`src/logic/fsg_defs.svh`:
```
// Address map, register offsets, field positions and reset values of the flash section guard.
`ifndef FSG_DEFS_SVH
`define FSG_DEFS_SVH

// ---------------------------------------------------------------
// Flash geometry in words
// ---------------------------------------------------------------
`define FSG_AW            14
`define FSG_NO_READ_WHILE_WRITE_REGION_START    14'h3800
`define FSG_BOOT_START_00 14'h3800
`define FSG_BOOT_START_01 14'h3C00
`define FSG_BOOT_START_10 14'h3E00
`define FSG_BOOT_START_11 14'h3F00

// ---------------------------------------------------------------
// Register map on the AXI4-Lite slave
// ---------------------------------------------------------------
`define FSG_REG_CTRL      32'h0000_0000
`define FSG_REG_LOCK      32'h0000_0004
`define FSG_REG_STAT      32'h0000_0008
`define FSG_CTRL_REEN     0
`define FSG_CTRL_VEC      1
`define FSG_LOCK_APP_LO   0
`define FSG_LOCK_APP_HI   1
`define FSG_LOCK_BOOT_LO  2
`define FSG_LOCK_BOOT_HI  3
`define FSG_LOCK_RST      4'hF
`define FSG_RESP_OKAY     2'h0
`define FSG_RESP_SLVERR   2'h2

`endif

```
`src/logic/fsg_pkg.sv`:
```
// Types shared by the flash section guard modules.
package fsg_pkg;

    typedef enum logic [1:0]
    {
        fsg_idle     = 2'b00,
        fsg_run_rww  = 2'b01,
        fsg_run_no_read_while_write_region = 2'b10
    } fsg_state_t;

endpackage

```
`src/logic/fsg_region_if.sv`:
```
// Region decode signals between the guard and its address decoder.
`include "fsg_defs.svh"
interface fsg_region_if;
    logic [1:0]          boot_size;
    logic [`FSG_AW-1:0]  pc_addr;
    logic [`FSG_AW-1:0]  spm_addr;
    logic [`FSG_AW-1:0]  lpm_addr;
    logic [`FSG_AW-1:0]  boot_start;
    logic                pc_in_boot;
    logic                spm_in_boot;
    logic                spm_in_rww;
    logic                lpm_in_boot;
    logic                lpm_in_rww;

    modport decoder (input boot_size, pc_addr, spm_addr, lpm_addr,
                     output boot_start, pc_in_boot, spm_in_boot, spm_in_rww,
                     lpm_in_boot, lpm_in_rww);
    modport guard   (output boot_size, pc_addr, spm_addr, lpm_addr,
                     input boot_start, pc_in_boot, spm_in_boot, spm_in_rww,
                     lpm_in_boot, lpm_in_rww);
endinterface

```
`src/logic/flash_section_guard.sv`:
```
// Flash section guard: lock checks, stall control and busy flag for self-programming.
`include "fsg_defs.svh"
// Operation
// - Store requests issued from the application region are ignored.
// - Stores issued from boot region may target any address unless locked.
// - Boot boundary comes from the fuse inputs, never from a register.
// - Programming an READ_WHILE_WRITE_REGION page leaves the CPU running, NO_READ_WHILE_WRITE_REGION readable.
// - Programming an NO_READ_WHILE_WRITE_REGION page halts the CPU; no flash is readable.
// - Boot region always lies inside the NO_READ_WHILE_WRITE_REGION region.
// - Busy flag reads one while the READ_WHILE_WRITE_REGION region is blocked.
// - Lock bits only clear to programmed; only chip erase or reset restores them.
// - General write lock does not affect store operations.
// - General read/write lock does not affect loads or stores.
// - Lock pair 11 places no restriction on its region.
// - Application pair 10 or 00 blocks stores into application region.
// - Application pair 00 or 01 blocks boot-run loads of application.
// - Application modes 3,4 with boot vectors mute interrupts in application.
// - Boot pair 10 or 00 blocks stores into boot region.
// - Boot pair 00 or 01 blocks application-run loads of boot.
// - Boot modes 3,4 with application vectors mute interrupts in boot.
// - Writing the re-enable bit after programming has ended clears busy and reopens READ_WHILE_WRITE_REGION reads.
module flash_section_guard
(
    input  wire logic                core_clk,
    input  wire logic                reset_n,
    input  wire logic [31:0]         s_axi_awaddr,
    input  wire logic                s_axi_awvalid,
    output logic                     s_axi_awready,
    input  wire logic [31:0]         s_axi_wdata,
    input  wire logic [3:0]          s_axi_wstrb,
    input  wire logic                s_axi_wvalid,
    output logic                     s_axi_wready,
    output logic [1:0]               s_axi_bresp,
    output logic                     s_axi_bvalid,
    input  wire logic                s_axi_bready,
    input  wire logic [31:0]         s_axi_araddr,
    input  wire logic                s_axi_arvalid,
    output logic                     s_axi_arready,
    output logic [31:0]              s_axi_rdata,
    output logic [1:0]               s_axi_rresp,
    output logic                     s_axi_rvalid,
    input  wire logic                s_axi_rready,
    input  wire logic [1:0]          boot_size_fuses,
    input  wire logic                chip_erase,
    input  wire logic [`FSG_AW-1:0]  pc_addr,
    input  wire logic                spm_req,
    input  wire logic                spm_erase,
    input  wire logic [`FSG_AW-1:0]  spm_addr,
    input  wire logic                lpm_req,
    input  wire logic [`FSG_AW-1:0]  lpm_addr,
    output logic                     lpm_allow,
    output logic                     spm_accept,
    output logic                     spm_refuse,
    output logic                     flash_start,
    output logic                     flash_erase,
    output logic [`FSG_AW-1:0]       flash_addr,
    input  wire logic                flash_done,
    output logic                     cpu_halt,
    output logic                     rww_read_blocked,
    output logic                     irq_suppress
);
    fsg_region_if rg ();

    fsg_region_decode u_decode
    (
        .rg (rg)
    );

    // ---------------------------------------------------------------
    // Pin synchronisers
    // ---------------------------------------------------------------
    logic [1:0] bsz_m_q;
    logic [1:0] bsz_s_q;
    logic       cer_m_q;
    logic       cer_s_q;

    always_ff @(posedge core_clk)
    begin
        if (!reset_n)
        begin
            bsz_m_q <= 2'h0;
            bsz_s_q <= 2'h0;
            cer_m_q <= 1'b0;
            cer_s_q <= 1'b0;
        end
        else
        begin
            bsz_m_q <= boot_size_fuses;
            bsz_s_q <= bsz_m_q;
            cer_m_q <= chip_erase;
            cer_s_q <= cer_m_q;
        end
    end

    assign rg.boot_size = bsz_s_q;
    assign rg.pc_addr   = pc_addr;
    assign rg.spm_addr  = spm_addr;
    assign rg.lpm_addr  = lpm_addr;

    // ---------------------------------------------------------------
    // State
    // ---------------------------------------------------------------
    fsg_pkg::fsg_state_t st_q, st_d;
    logic [3:0]          lock_q, lock_d;
    logic                vec_q, vec_d;
    logic                busy_q, busy_d;
    logic                refused_q, refused_d;
    logic                acc_q, acc_d, ref_q, ref_d, start_q, start_d, erase_q, erase_d;
    logic                irq_q, irq_d;
    logic [`FSG_AW-1:0]  faddr_q, faddr_d;
    logic                aw_q, aw_d, w_q, w_d, bv_q, bv_d, rv_q, rv_d;
    logic [31:0]         awa_q, awa_d, wd_q, wd_d, rd_q, rd_d, ara;
    logic [3:0]          ws_q, ws_d;
    logic [1:0]          br_q, br_d, rr_q, rr_d;
    logic                do_wr, wr_ctrl, wr_lock, reen_wr, spm_ok, app_blk, boot_blk;

    // a cleared low bit blocks stores, a set high bit leaves loads free
    assign app_blk  = rg.spm_in_boot ? 1'b0 : !lock_q[`FSG_LOCK_APP_LO];
    assign boot_blk = rg.spm_in_boot ? !lock_q[`FSG_LOCK_BOOT_LO] : 1'b0;

    // general lock bits play no part
    assign spm_ok = spm_req && (st_q == fsg_pkg::fsg_idle) && rg.pc_in_boot
                    && !app_blk && !boot_blk;

    assign do_wr   = aw_q && w_q && !bv_q;
    assign wr_ctrl = do_wr && (awa_q == `FSG_REG_CTRL) && ws_q[0];
    assign wr_lock = do_wr && (awa_q == `FSG_REG_LOCK) && ws_q[0];
    assign reen_wr = wr_ctrl && wd_q[`FSG_CTRL_REEN];
    assign ara     = s_axi_araddr;

    always_comb
    begin
        lpm_allow = lpm_req && (st_q != fsg_pkg::fsg_run_no_read_while_write_region);
        if (busy_q && rg.lpm_in_rww)
            lpm_allow = 1'b0;
        if (rg.pc_in_boot && !rg.lpm_in_boot && !lock_q[`FSG_LOCK_APP_HI])
            lpm_allow = 1'b0;
        if (!rg.pc_in_boot && rg.lpm_in_boot && !lock_q[`FSG_LOCK_BOOT_HI])
            lpm_allow = 1'b0;
    end

    always_comb
    begin
        st_d      = st_q;
        lock_d    = lock_q;
        vec_d     = vec_q;
        busy_d    = busy_q;
        refused_d = refused_q;
        acc_d     = 1'b0;
        ref_d     = 1'b0;
        start_d   = 1'b0;
        erase_d   = erase_q;
        faddr_d   = faddr_q;
        irq_d     = (!lock_q[`FSG_LOCK_APP_HI] && vec_q && !rg.pc_in_boot)
                    || (!lock_q[`FSG_LOCK_BOOT_HI] && !vec_q && rg.pc_in_boot);
        if (st_q != fsg_pkg::fsg_idle && flash_done)
            st_d = fsg_pkg::fsg_idle;
        // re-enable only takes effect once programming has ended
        if (reen_wr && st_q == fsg_pkg::fsg_idle)
            busy_d = 1'b0;
        // start; a new start wins over a same-cycle clear
        if (spm_ok)
        begin
            st_d      = rg.spm_in_rww ? fsg_pkg::fsg_run_rww : fsg_pkg::fsg_run_no_read_while_write_region;
            busy_d    = 1'b1;
            acc_d     = 1'b1;
            start_d   = 1'b1;
            erase_d   = spm_erase;
            faddr_d   = spm_addr;
            refused_d = 1'b0;
        end
        else if (spm_req)
        begin
            ref_d     = 1'b1;
            refused_d = 1'b1;
        end
        if (wr_ctrl)
            vec_d = wd_q[`FSG_CTRL_VEC];
        // writes can only program bits; chip erase restores them
        if (wr_lock)
            lock_d = lock_q & wd_q[3:0];
        if (cer_s_q)
            lock_d = `FSG_LOCK_RST;
    end

    // ---------------------------------------------------------------
    // AXI4-Lite slave
    // ---------------------------------------------------------------
    assign s_axi_awready = !aw_q && !bv_q;
    assign s_axi_wready  = !w_q && !bv_q;
    assign s_axi_arready = !rv_q;

    always_comb
    begin
        aw_d  = aw_q;
        awa_d = awa_q;
        w_d   = w_q;
        wd_d  = wd_q;
        ws_d  = ws_q;
        bv_d  = bv_q;
        br_d  = br_q;
        rv_d  = rv_q;
        rd_d  = rd_q;
        rr_d  = rr_q;
        if (s_axi_awvalid && s_axi_awready)
        begin
            aw_d  = 1'b1;
            awa_d = s_axi_awaddr;
        end
        if (s_axi_wvalid && s_axi_wready)
        begin
            w_d  = 1'b1;
            wd_d = s_axi_wdata;
            ws_d = s_axi_wstrb;
        end
        if (do_wr)
        begin
            aw_d = 1'b0;
            w_d  = 1'b0;
            bv_d = 1'b1;
            br_d = (awa_q == `FSG_REG_CTRL || awa_q == `FSG_REG_LOCK
                    || awa_q == `FSG_REG_STAT) ? `FSG_RESP_OKAY : `FSG_RESP_SLVERR;
        end
        if (bv_q && s_axi_bready)
            bv_d = 1'b0;
        if (rv_q && s_axi_rready)
            rv_d = 1'b0;
        if (s_axi_arvalid && s_axi_arready)
        begin
            rv_d = 1'b1;
            rr_d = `FSG_RESP_OKAY;
            case (ara)
                `FSG_REG_CTRL: rd_d = {30'h0, vec_q, 1'b0};
                `FSG_REG_LOCK: rd_d = {28'h0, lock_q};
                `FSG_REG_STAT: rd_d = {26'h0, refused_q, bsz_s_q, st_q, busy_q};
                default:
                begin
                    rd_d = 32'h0;
                    rr_d = `FSG_RESP_SLVERR;
                end
            endcase
        end
    end

    always_ff @(posedge core_clk)
    begin
        if (!reset_n)
        begin
            st_q      <= fsg_pkg::fsg_idle;
            lock_q    <= `FSG_LOCK_RST;
            vec_q     <= 1'b0;
            busy_q    <= 1'b0;
            refused_q <= 1'b0;
            acc_q     <= 1'b0;
            ref_q     <= 1'b0;
            start_q   <= 1'b0;
            erase_q   <= 1'b0;
            irq_q     <= 1'b0;
            faddr_q   <= '0;
            aw_q      <= 1'b0;
            awa_q     <= 32'h0;
            w_q       <= 1'b0;
            wd_q      <= 32'h0;
            ws_q      <= 4'h0;
            bv_q      <= 1'b0;
            br_q      <= 2'h0;
            rv_q      <= 1'b0;
            rd_q      <= 32'h0;
            rr_q      <= 2'h0;
        end
        else
        begin
            st_q      <= st_d;
            lock_q    <= lock_d;
            vec_q     <= vec_d;
            busy_q    <= busy_d;
            refused_q <= refused_d;
            acc_q     <= acc_d;
            ref_q     <= ref_d;
            start_q   <= start_d;
            erase_q   <= erase_d;
            irq_q     <= irq_d;
            faddr_q   <= faddr_d;
            aw_q      <= aw_d;
            awa_q     <= awa_d;
            w_q       <= w_d;
            wd_q      <= wd_d;
            ws_q      <= ws_d;
            bv_q      <= bv_d;
            br_q      <= br_d;
            rv_q      <= rv_d;
            rd_q      <= rd_d;
            rr_q      <= rr_d;
        end
    end

    assign s_axi_bvalid     = bv_q;
    assign s_axi_bresp      = br_q;
    assign s_axi_rvalid     = rv_q;
    assign s_axi_rdata      = rd_q;
    assign s_axi_rresp      = rr_q;
    assign spm_accept       = acc_q;
    assign spm_refuse       = ref_q;
    assign flash_start      = start_q;
    assign flash_erase      = erase_q;
    assign flash_addr       = faddr_q;
    assign cpu_halt         = (st_q == fsg_pkg::fsg_run_no_read_while_write_region);
    assign rww_read_blocked = busy_q;
    assign irq_suppress     = irq_q;

    // ---------------------------------------------------------------
    // Assertions
    // ---------------------------------------------------------------
    property p_app_spm_ignored;
        @(posedge core_clk) disable iff (!reset_n)
        spm_req && !rg.pc_in_boot |=> spm_refuse && !flash_start;
    endproperty
    a_app_spm_ignored: assert property (p_app_spm_ignored) else $error("store from app ran");

    property p_boot_any_target;
        @(posedge core_clk) disable iff (!reset_n)
        spm_req && rg.pc_in_boot && st_q == fsg_pkg::fsg_idle && lock_q == 4'hF
        |=> flash_start && flash_addr == $past(spm_addr);
    endproperty
    a_boot_any_target: assert property (p_boot_any_target) else $error("free store refused");

    property p_fuse_boundary;
        @(posedge core_clk) disable iff (!reset_n)
        do_wr && $stable(bsz_s_q) |=> $stable(rg.boot_start);
    endproperty
    a_fuse_boundary: assert property (p_fuse_boundary) else $error("boundary moved by write");

    property p_rww_runs;
        @(posedge core_clk) disable iff (!reset_n)
        st_q == fsg_pkg::fsg_run_rww |-> !cpu_halt && busy_q;
    endproperty
    a_rww_runs: assert property (p_rww_runs) else $error("cpu halted on rww op");

    property p_no_read_while_write_region_halts;
        @(posedge core_clk) disable iff (!reset_n)
        cpu_halt |-> !lpm_allow && busy_q;
    endproperty
    a_no_read_while_write_region_halts: assert property (p_no_read_while_write_region_halts) else $error("read during no_read_while_write_region op");

    property p_boot_in_no_read_while_write_region;
        @(posedge core_clk) disable iff (!reset_n)
        rg.boot_start >= `FSG_NO_READ_WHILE_WRITE_REGION_START;
    endproperty
    a_boot_in_no_read_while_write_region: assert property (p_boot_in_no_read_while_write_region) else $error("boot region in rww");

    property p_busy_start;
        @(posedge core_clk) disable iff (!reset_n)
        spm_ok |=> busy_q [*2];
    endproperty
    a_busy_start: assert property (p_busy_start) else $error("busy flag dropped");

    property p_lock_sticky;
        @(posedge core_clk) disable iff (!reset_n)
        !cer_s_q |=> (lock_q & ~$past(lock_q)) == 4'h0;
    endproperty
    a_lock_sticky: assert property (p_lock_sticky) else $error("lock bit unprogrammed");

    property p_store_lock;
        @(posedge core_clk) disable iff (!reset_n)
        spm_req && (app_blk || boot_blk) |=> !flash_start && spm_refuse;
    endproperty
    a_store_lock: assert property (p_store_lock) else $error("locked store started");

    property p_load_lock;
        @(posedge core_clk) disable iff (!reset_n)
        rg.pc_in_boot && !rg.lpm_in_boot && !lock_q[`FSG_LOCK_APP_HI] |-> !lpm_allow;
    endproperty
    a_load_lock: assert property (p_load_lock) else $error("locked load allowed");

    property p_reenable;
        @(posedge core_clk) disable iff (!reset_n)
        reen_wr && st_q == fsg_pkg::fsg_idle && !spm_ok |=> !busy_q && !rww_read_blocked;
    endproperty
    a_reenable: assert property (p_reenable) else $error("busy not cleared");

    c_rww_op:  cover property (@(posedge core_clk) st_q == fsg_pkg::fsg_run_rww ##1 flash_done);
    c_no_read_while_write_region_op: cover property (@(posedge core_clk) cpu_halt);
    c_refuse:  cover property (@(posedge core_clk) spm_refuse && rg.pc_in_boot);
endmodule

```
`src/logic/fsg_region_decode.sv`:
```
// Decodes addresses into boot, application, READ_WHILE_WRITE_REGION and NO_READ_WHILE_WRITE_REGION regions.
`include "fsg_defs.svh"
module fsg_region_decode
(
    fsg_region_if.decoder rg
);
    // ---------------------------------------------------------------
    // Helpers
    // ---------------------------------------------------------------
    function automatic logic in_boot(input logic [`FSG_AW-1:0] a,
                                     input logic [`FSG_AW-1:0] start);
        in_boot = (a >= start);
    endfunction

    function automatic logic in_rww(input logic [`FSG_AW-1:0] a);
        in_rww = (a < `FSG_NO_READ_WHILE_WRITE_REGION_START);
    endfunction

    // ---------------------------------------------------------------
    // Boundary from fuses
    // ---------------------------------------------------------------
    // boot inside NO_READ_WHILE_WRITE_REGION
    // Every boot start lies at or above the NO_READ_WHILE_WRITE_REGION start, so the boot
    // region can never reach into the READ_WHILE_WRITE_REGION region.
    always_comb
    begin
        case (rg.boot_size)
            2'b00:   rg.boot_start = `FSG_BOOT_START_00;
            2'b01:   rg.boot_start = `FSG_BOOT_START_01;
            2'b10:   rg.boot_start = `FSG_BOOT_START_10;
            default: rg.boot_start = `FSG_BOOT_START_11;
        endcase
    end

    assign rg.pc_in_boot  = in_boot(rg.pc_addr, rg.boot_start);
    assign rg.spm_in_boot = in_boot(rg.spm_addr, rg.boot_start);
    assign rg.lpm_in_boot = in_boot(rg.lpm_addr, rg.boot_start);
    assign rg.spm_in_rww  = in_rww(rg.spm_addr);
    assign rg.lpm_in_rww  = in_rww(rg.lpm_addr);
endmodule

```
`config.mk`:
```
export PLATFORM = sky130hd
export DESIGN_NAME = flash_section_guard
export DESIGN_NICKNAME = d
export VERILOG_FILES = /design/src/logic/fsg_pkg.sv /design/src/logic/fsg_region_if.sv /design/src/logic/flash_section_guard.sv /design/src/logic/fsg_region_decode.sv
export VERILOG_INCLUDE_DIRS = /design/src /design/src/logic
export SDC_FILE = /design/constraint.sdc
export NUM_CORES = 1
export LEC_CHECK = 0
export BUFFER_PORTS_ARGS = -buffer_cell sky130_fd_sc_hd__buf_4
export CORE_ASPECT_RATIO = 2
export CORE_MARGIN = 2
export CORE_UTILIZATION = 45
export DETAILED_ROUTE_END_ITERATION = 10
export GPL_ROUTABILITY_DRIVEN = 1
export PLACE_DENSITY = 0.89
export SETUP_SLACK_MARGIN = 0.02
export SLEW_MARGIN = 10
export SYNTH_ARGS = -nofsm -noshare
export SYNTH_HDL_FRONTEND = slang
export SYNTH_SLANG_ARGS = --single-unit
export TNS_END_PERCENT = 100
```
`constraint.sdc`:
```
create_clock -name core_clk -period 3.5 [get_ports core_clk]
set_clock_uncertainty 0.1 [all_clocks]
set_input_delay 0.175 -clock core_clk [delete_from_list [all_inputs] [get_ports core_clk]]
set_output_delay 0.175 -clock core_clk [all_outputs]
set_load 0.1 [all_outputs]
```
==> results of run 1 <==
## sequential cells by signal, indices dropped and copies added, names as in the netlist, 2 cells and up
name,flops
flash_addr,14
bsz_m_q,2
lock_q,4
awa_q,32
wd_q,4
st_q,2
s_axi_rdata,6
bsz_s_q,2
## report_power, final
part           internal [W]  switching [W]
Clock              0.000565       0.000338
Sequential         0.000978      0.0000269
Combinational      0.000161       0.000346
## kinds of logic after synthesis
kind of cell,after synthesis
AND/OR/NAND/NOR,183
flip-flops,82
AO/OA/AOI/OAI,70
buffers and inverters,55
multiplexers,21
adder cells (fa/ha/maj),6
other,1
## final timing paths
check,start,end,slack (ns),cells past startpoint
min,s_axi_awaddr[25],awa_q[25],0.007,3
max reg2reg,bsz_s_q[1],spm_refuse,1.11,8
max,bsz_s_q[1],lpm_allow,0.66,8
min reg2reg,cer_m_q,cer_s_q,0.33,1
## per-stage QoR
stage	cells	instance area, µm²	power [W]	setup slack, ns
6_report	659	5020	0.00242	0.664
5_1_grt	659	5020	0.00251	0.565
4_1_cts	659	5020	0.00244	0.668
3_5_place_dp	637	4670	0.00153	1.03
3_3_place_gp	637	4670	0.00152	1.08
2_1_floorplan	445	3760	0.00140	0.395
## per-layer routing
metal	wire length (µm)	up-vias	track usage
met5	0	-	0
li1	-	1646	-
met3	581	18	0.0402
met1	3190	1535	0.201
met4	278	0	0.0964
met2	5300	146	0.413
## timing repair
item,4_1_cts,5_1_grt
endpoints found under the hold margin,6,0
gates resized for setup,0,0
hold buffers,7,0
## cells in the mapped netlist (all sizes together), types with 6 or more instances
cell | number | area (µm²)
nor2 | 16 | 60.1
nor4 | 15 | 100
a21boi | 34 | 255
o21ai | 9 | 45.0
and2 | 9 | 56.3
mux2i | 21 | 210
dfxtp | 82 | 1640
nand3 | 9 | 45.0
ha | 6 | 75.1
clkbuf | 16 | 60.1
nor2b | 9 | 56.3
buf | 34 | 255
nand2 | 103 | 387
## layout make-up
type	instances	area, µm²	share of cell area
clock inverter	3	40.0	0.00797
sequential	82	1640	0.327
clock buffer	12	246	0.0491
multi-input combinational	308	1790	0.357
inverter	5	18.8	0.00374
tap	96	120	0.0239
timing repair buffer	153	1170	0.232
## critical path, stage by stage, from the launching register on
cell and delay [ns]:
dfxtp_1 0.49, inv_1 0.14, ha_1 0.28, o21ai_0 0.16, a31oi_1 0.08, o2111ai_2 0.38, nor3_1 0.12, a311oi_2 0.26
buf_4 0.33
==> results.ini, run 1 <==
[outcome]
status=finished, final reports clean

[logic_synthesis]
synth-simple-area-share=0.236
synth_area_um2=3650
synth.area.mux_share=0.0576
ys_seq_area_frac=0.449
synth-edff-count=0
synth.avg_cell_area_um2=8.74
synthCells=418
synth_adder_area_share=0.0206
ys_ff_latch=82
synth-compound-area-share=0.144
yosysUniqueCellTypes=42
synth_top_family_by_area=simple AND/OR/NAND/NOR gates
synthXorXnorAreaFrac=0
synth_ff_type=dfxtp_1
ys.warnings.count=0
async_flop_share=0

[drt]
drt-total-wl_mm=9.35
avgViaCountPerCell=5.08
drcViolationCount=0
routedWlPerCell_um=14.2
drt_iter0_drc=115
routed-via-count=3345
ant_nets=0
firstDrtPassIters=4

[power_and_ir_drop]
vdd_ir_drop_max_mv=0.457
p_leak_nw=2.21
p_per_area_nw_per_um2=481

[timing]
setup_viol=0
fin_crit_sh=0.810
report.final.slew_viol_count=0
min_period_ns=2.84
worstMarginPinSlew_ns=1.06
rsz0062_at_grt=false
max_freq_mhz=353
holdWs_ns=0.00722
relSlewSlack=0.290
finalHoldViolCount=0
setup_tns_ns=0

[critical_path]
crit_required_ns=3.22
crit_type=reg -> out
cp-end-kind=output port
worst_setup_path_start_kind=flip-flop
path_max_fanout=6
worstPathArrival_ns=2.56

[floorplanning]
rows=46
start_util=0.463
die_y_um=131
ioPinCount=219
die_x_um=67.7
core_area_um2=7890
die_area_um2=8900

[global_routing]
grt_overflow_total=0
antenna_found_initial=0
grt_pass1_vias=3318
grt_first_pass_wirelength_mm=14.5
grt_max_degree=67
grt_usage=0.214

[placement]
dp_hpwl_mm=7.33
gp_congestion=0.783
port_buffers=143

[final_layout]
area_growth_pct=37.6
post-route-util=0.637
antennaDiodeCount=0
mostFrequentLayoutCell=buf_4
drive_above_1_share=0.293
mostFrequentLayoutCells=buf_4 (146), nand2_1 (103), dfxtp_1 (82)
n_fill_cell=674
nets=721

[clock_network]
path_clk_slew_ns=0.06
insertion_delay_ns=0.33
cts_buffers=9
postCtsSetupBuffers=0
cts.sinks=82
cts_tree=done
htree_levels=3
cts_root_buf=clkbuf_16
clockBufferDepth=2

[hold_path]
hp-class=in -> reg

[run]
cap_violations=0

(Power assumes the default switching activity.)
==> run 2, diff against run 1 <==
- CORE_UTILIZATION: 45 -> 43
- PLACE_DENSITY: 0.89 -> 0.86
- clock period: 3.5 -> 2.7 ns (I/O delays scaled with it)
==> results.ini, run 2 (synthesized netlist as in run 1, its figures left out) <==
[timing]
setup_ws_ns=0.175
rsz0062_at_grt=false
worstMarginPinSlew_ns=0.942
min_period_ns=2.52
report.final.slew_viol_count=0
max_freq_mhz=396
relSlewSlack=0.371
setup_tns_ns=0
setup_viol=0
finalHoldViolCount=1
fin_crit_sh=0.935
holdWs_ns=-0.000215

[drt]
drcViolationCount=0
routedWlPerCell_um=14.3
ant_nets=0
drt-total-wl_mm=10.2
routed-via-count=3580
drt_iter0_drc=97
firstDrtPassIters=4
avgViaCountPerCell=5.01

[global_routing]
grt_usage=0.217
antenna_found_initial=0
grt_pass1_vias=3560
grt_overflow_total=0
grt_max_degree=53
grt_first_pass_wirelength_mm=16.0

[final_layout]
multiInputGateArea_um2=1790
nets=773
mostFrequentLayoutCell=buf_4
drive_above_1_share=0.278
seq_area_um2=1640
area_growth_pct=52.6
regMostFlops=awa_q
largest_reg_flops=32
n_fill_cell=677
antennaDiodeCount=0
post-route-util=0.672
mostFrequentLayoutCells=buf_4 (149), nand2_1 (103), dfxtp_1 (81)

[floorplanning]
die_y_um=134
die_area_um2=9290
start_util=0.440
ioPinCount=219
rows=47
core_area_um2=8290
die_x_um=69.2

[outcome]
violations=hold timing
status=complete, but fails checks

[power_and_ir_drop]
pwr-share-seq=0.397
swShare=0.286
power.total_w=0.00328
pwr-share-comb=0.221
p_int_w=0.00234
p_per_area_nw_per_um2=589
clkPwrFrac=0.382
p_sw_w=0.000937
vdd_ir_drop_max_mv=0.435
p_leak_nw=2.44

[critical_path]
r2r_cells=10
cp-end-kind=output port
crit_type=reg -> out
path_max_fanout=5
worst_setup_path_start_kind=flip-flop
crit_required_ns=2.47
worstPathArrival_ns=2.29

[hold_path]
hp-class=in -> reg
hold_depth=3

[clock_network]
htree_levels=3
path_clk_slew_ns=0.06
cts_tree=done
clockBufferDepth=2
cts_root_buf=clkbuf_16
cts_buffers=9
cts.sinks=82
insertion_delay_ns=0.32

[run]
cap_violations=0

[placement]
gp_congestion=0.816
dp_hpwl_mm=7.45
preCtsSetupSlack_ns=0.269
port_buffers=143

==> run 2: critical path: stages, from the launching register on <==
cell and delay [ns]:
dfxtp_1 0.42, nor2_1 0.12, ha_1 0.28, o21ai_0 0.08, a31oi_1 0.19, o2111ai_2 0.19
buf_4 0.18, a311oi_2 0.24, buf_6 0.26
==> run 2: cell type report <==
| cell class | instances | share of cell area |
|---|---|---|
| clock buffers | 15 | 0.0516 |
| inverters | 5 | 0.00337 |
| repair buffers | 205 | 0.301 |
| flip-flops and latches | 82 | 0.295 |
| well taps | 98 | 0.0220 |
| clock inverters | 1 | 0.00539 |
| multi-input cells | 308 | 0.321 |
==> run 2: metrics by stage <==
step,cell area (µm²),instances
2_1_floorplan,3760,445
3_3_place_gp,4690,641
3_5_place_dp,4690,641
4_1_cts,5570,714
5_1_grt,5570,714
6_report,5570,714
==> run 2: repair_timing <==
item | in CTS | in global routing
buffers inserted | 2 | 0
endpoints found under the setup margin | 1 | 1
endpoints found under the hold margin | 54 | 0
hold buffers | 55 | 0
gates resized for setup | 0 | 2
pin swaps | 1 | 0
cloned | 0 | 0
==> run 2: power groups by stage <==
stage	sequential, W	combinational (W)	clock (W)
global route	0.00131	0.000769	0.00133
CTS	0.00130	0.000724	0.00128
global placement	0.00132	0.000645	0
detailed placement	0.00133	0.000656	0
floorplan	0.00139	0.000429	0
finish	0.00130	0.000725	0.00125
==> run 2: final timing paths <==
path | to | from | slack [ns]
setup / recovery | lpm_allow | bsz_s_q[0] | 0.18
hold / removal | awa_q[4] | s_axi_awaddr[4] | -0.0002
setup reg to reg | spm_refuse | bsz_s_q[0] | 0.24
hold reg to reg | bsz_s_q[1] | bsz_m_q[1] | 0.33
==> run 2: routing by layer <==
| layer | track usage | share of wire | wire length (µm) |
|---|---|---|---|
| met1 | 0.192 | 0.34 | 3460 |
| met2 | 0.440 | 0.57 | 5830 |
| met3 | 0.0496 | 0.054 | 547 |
| met4 | 0.102 | 0.036 | 366 |
| met5 | 0 | 0 | 0 |
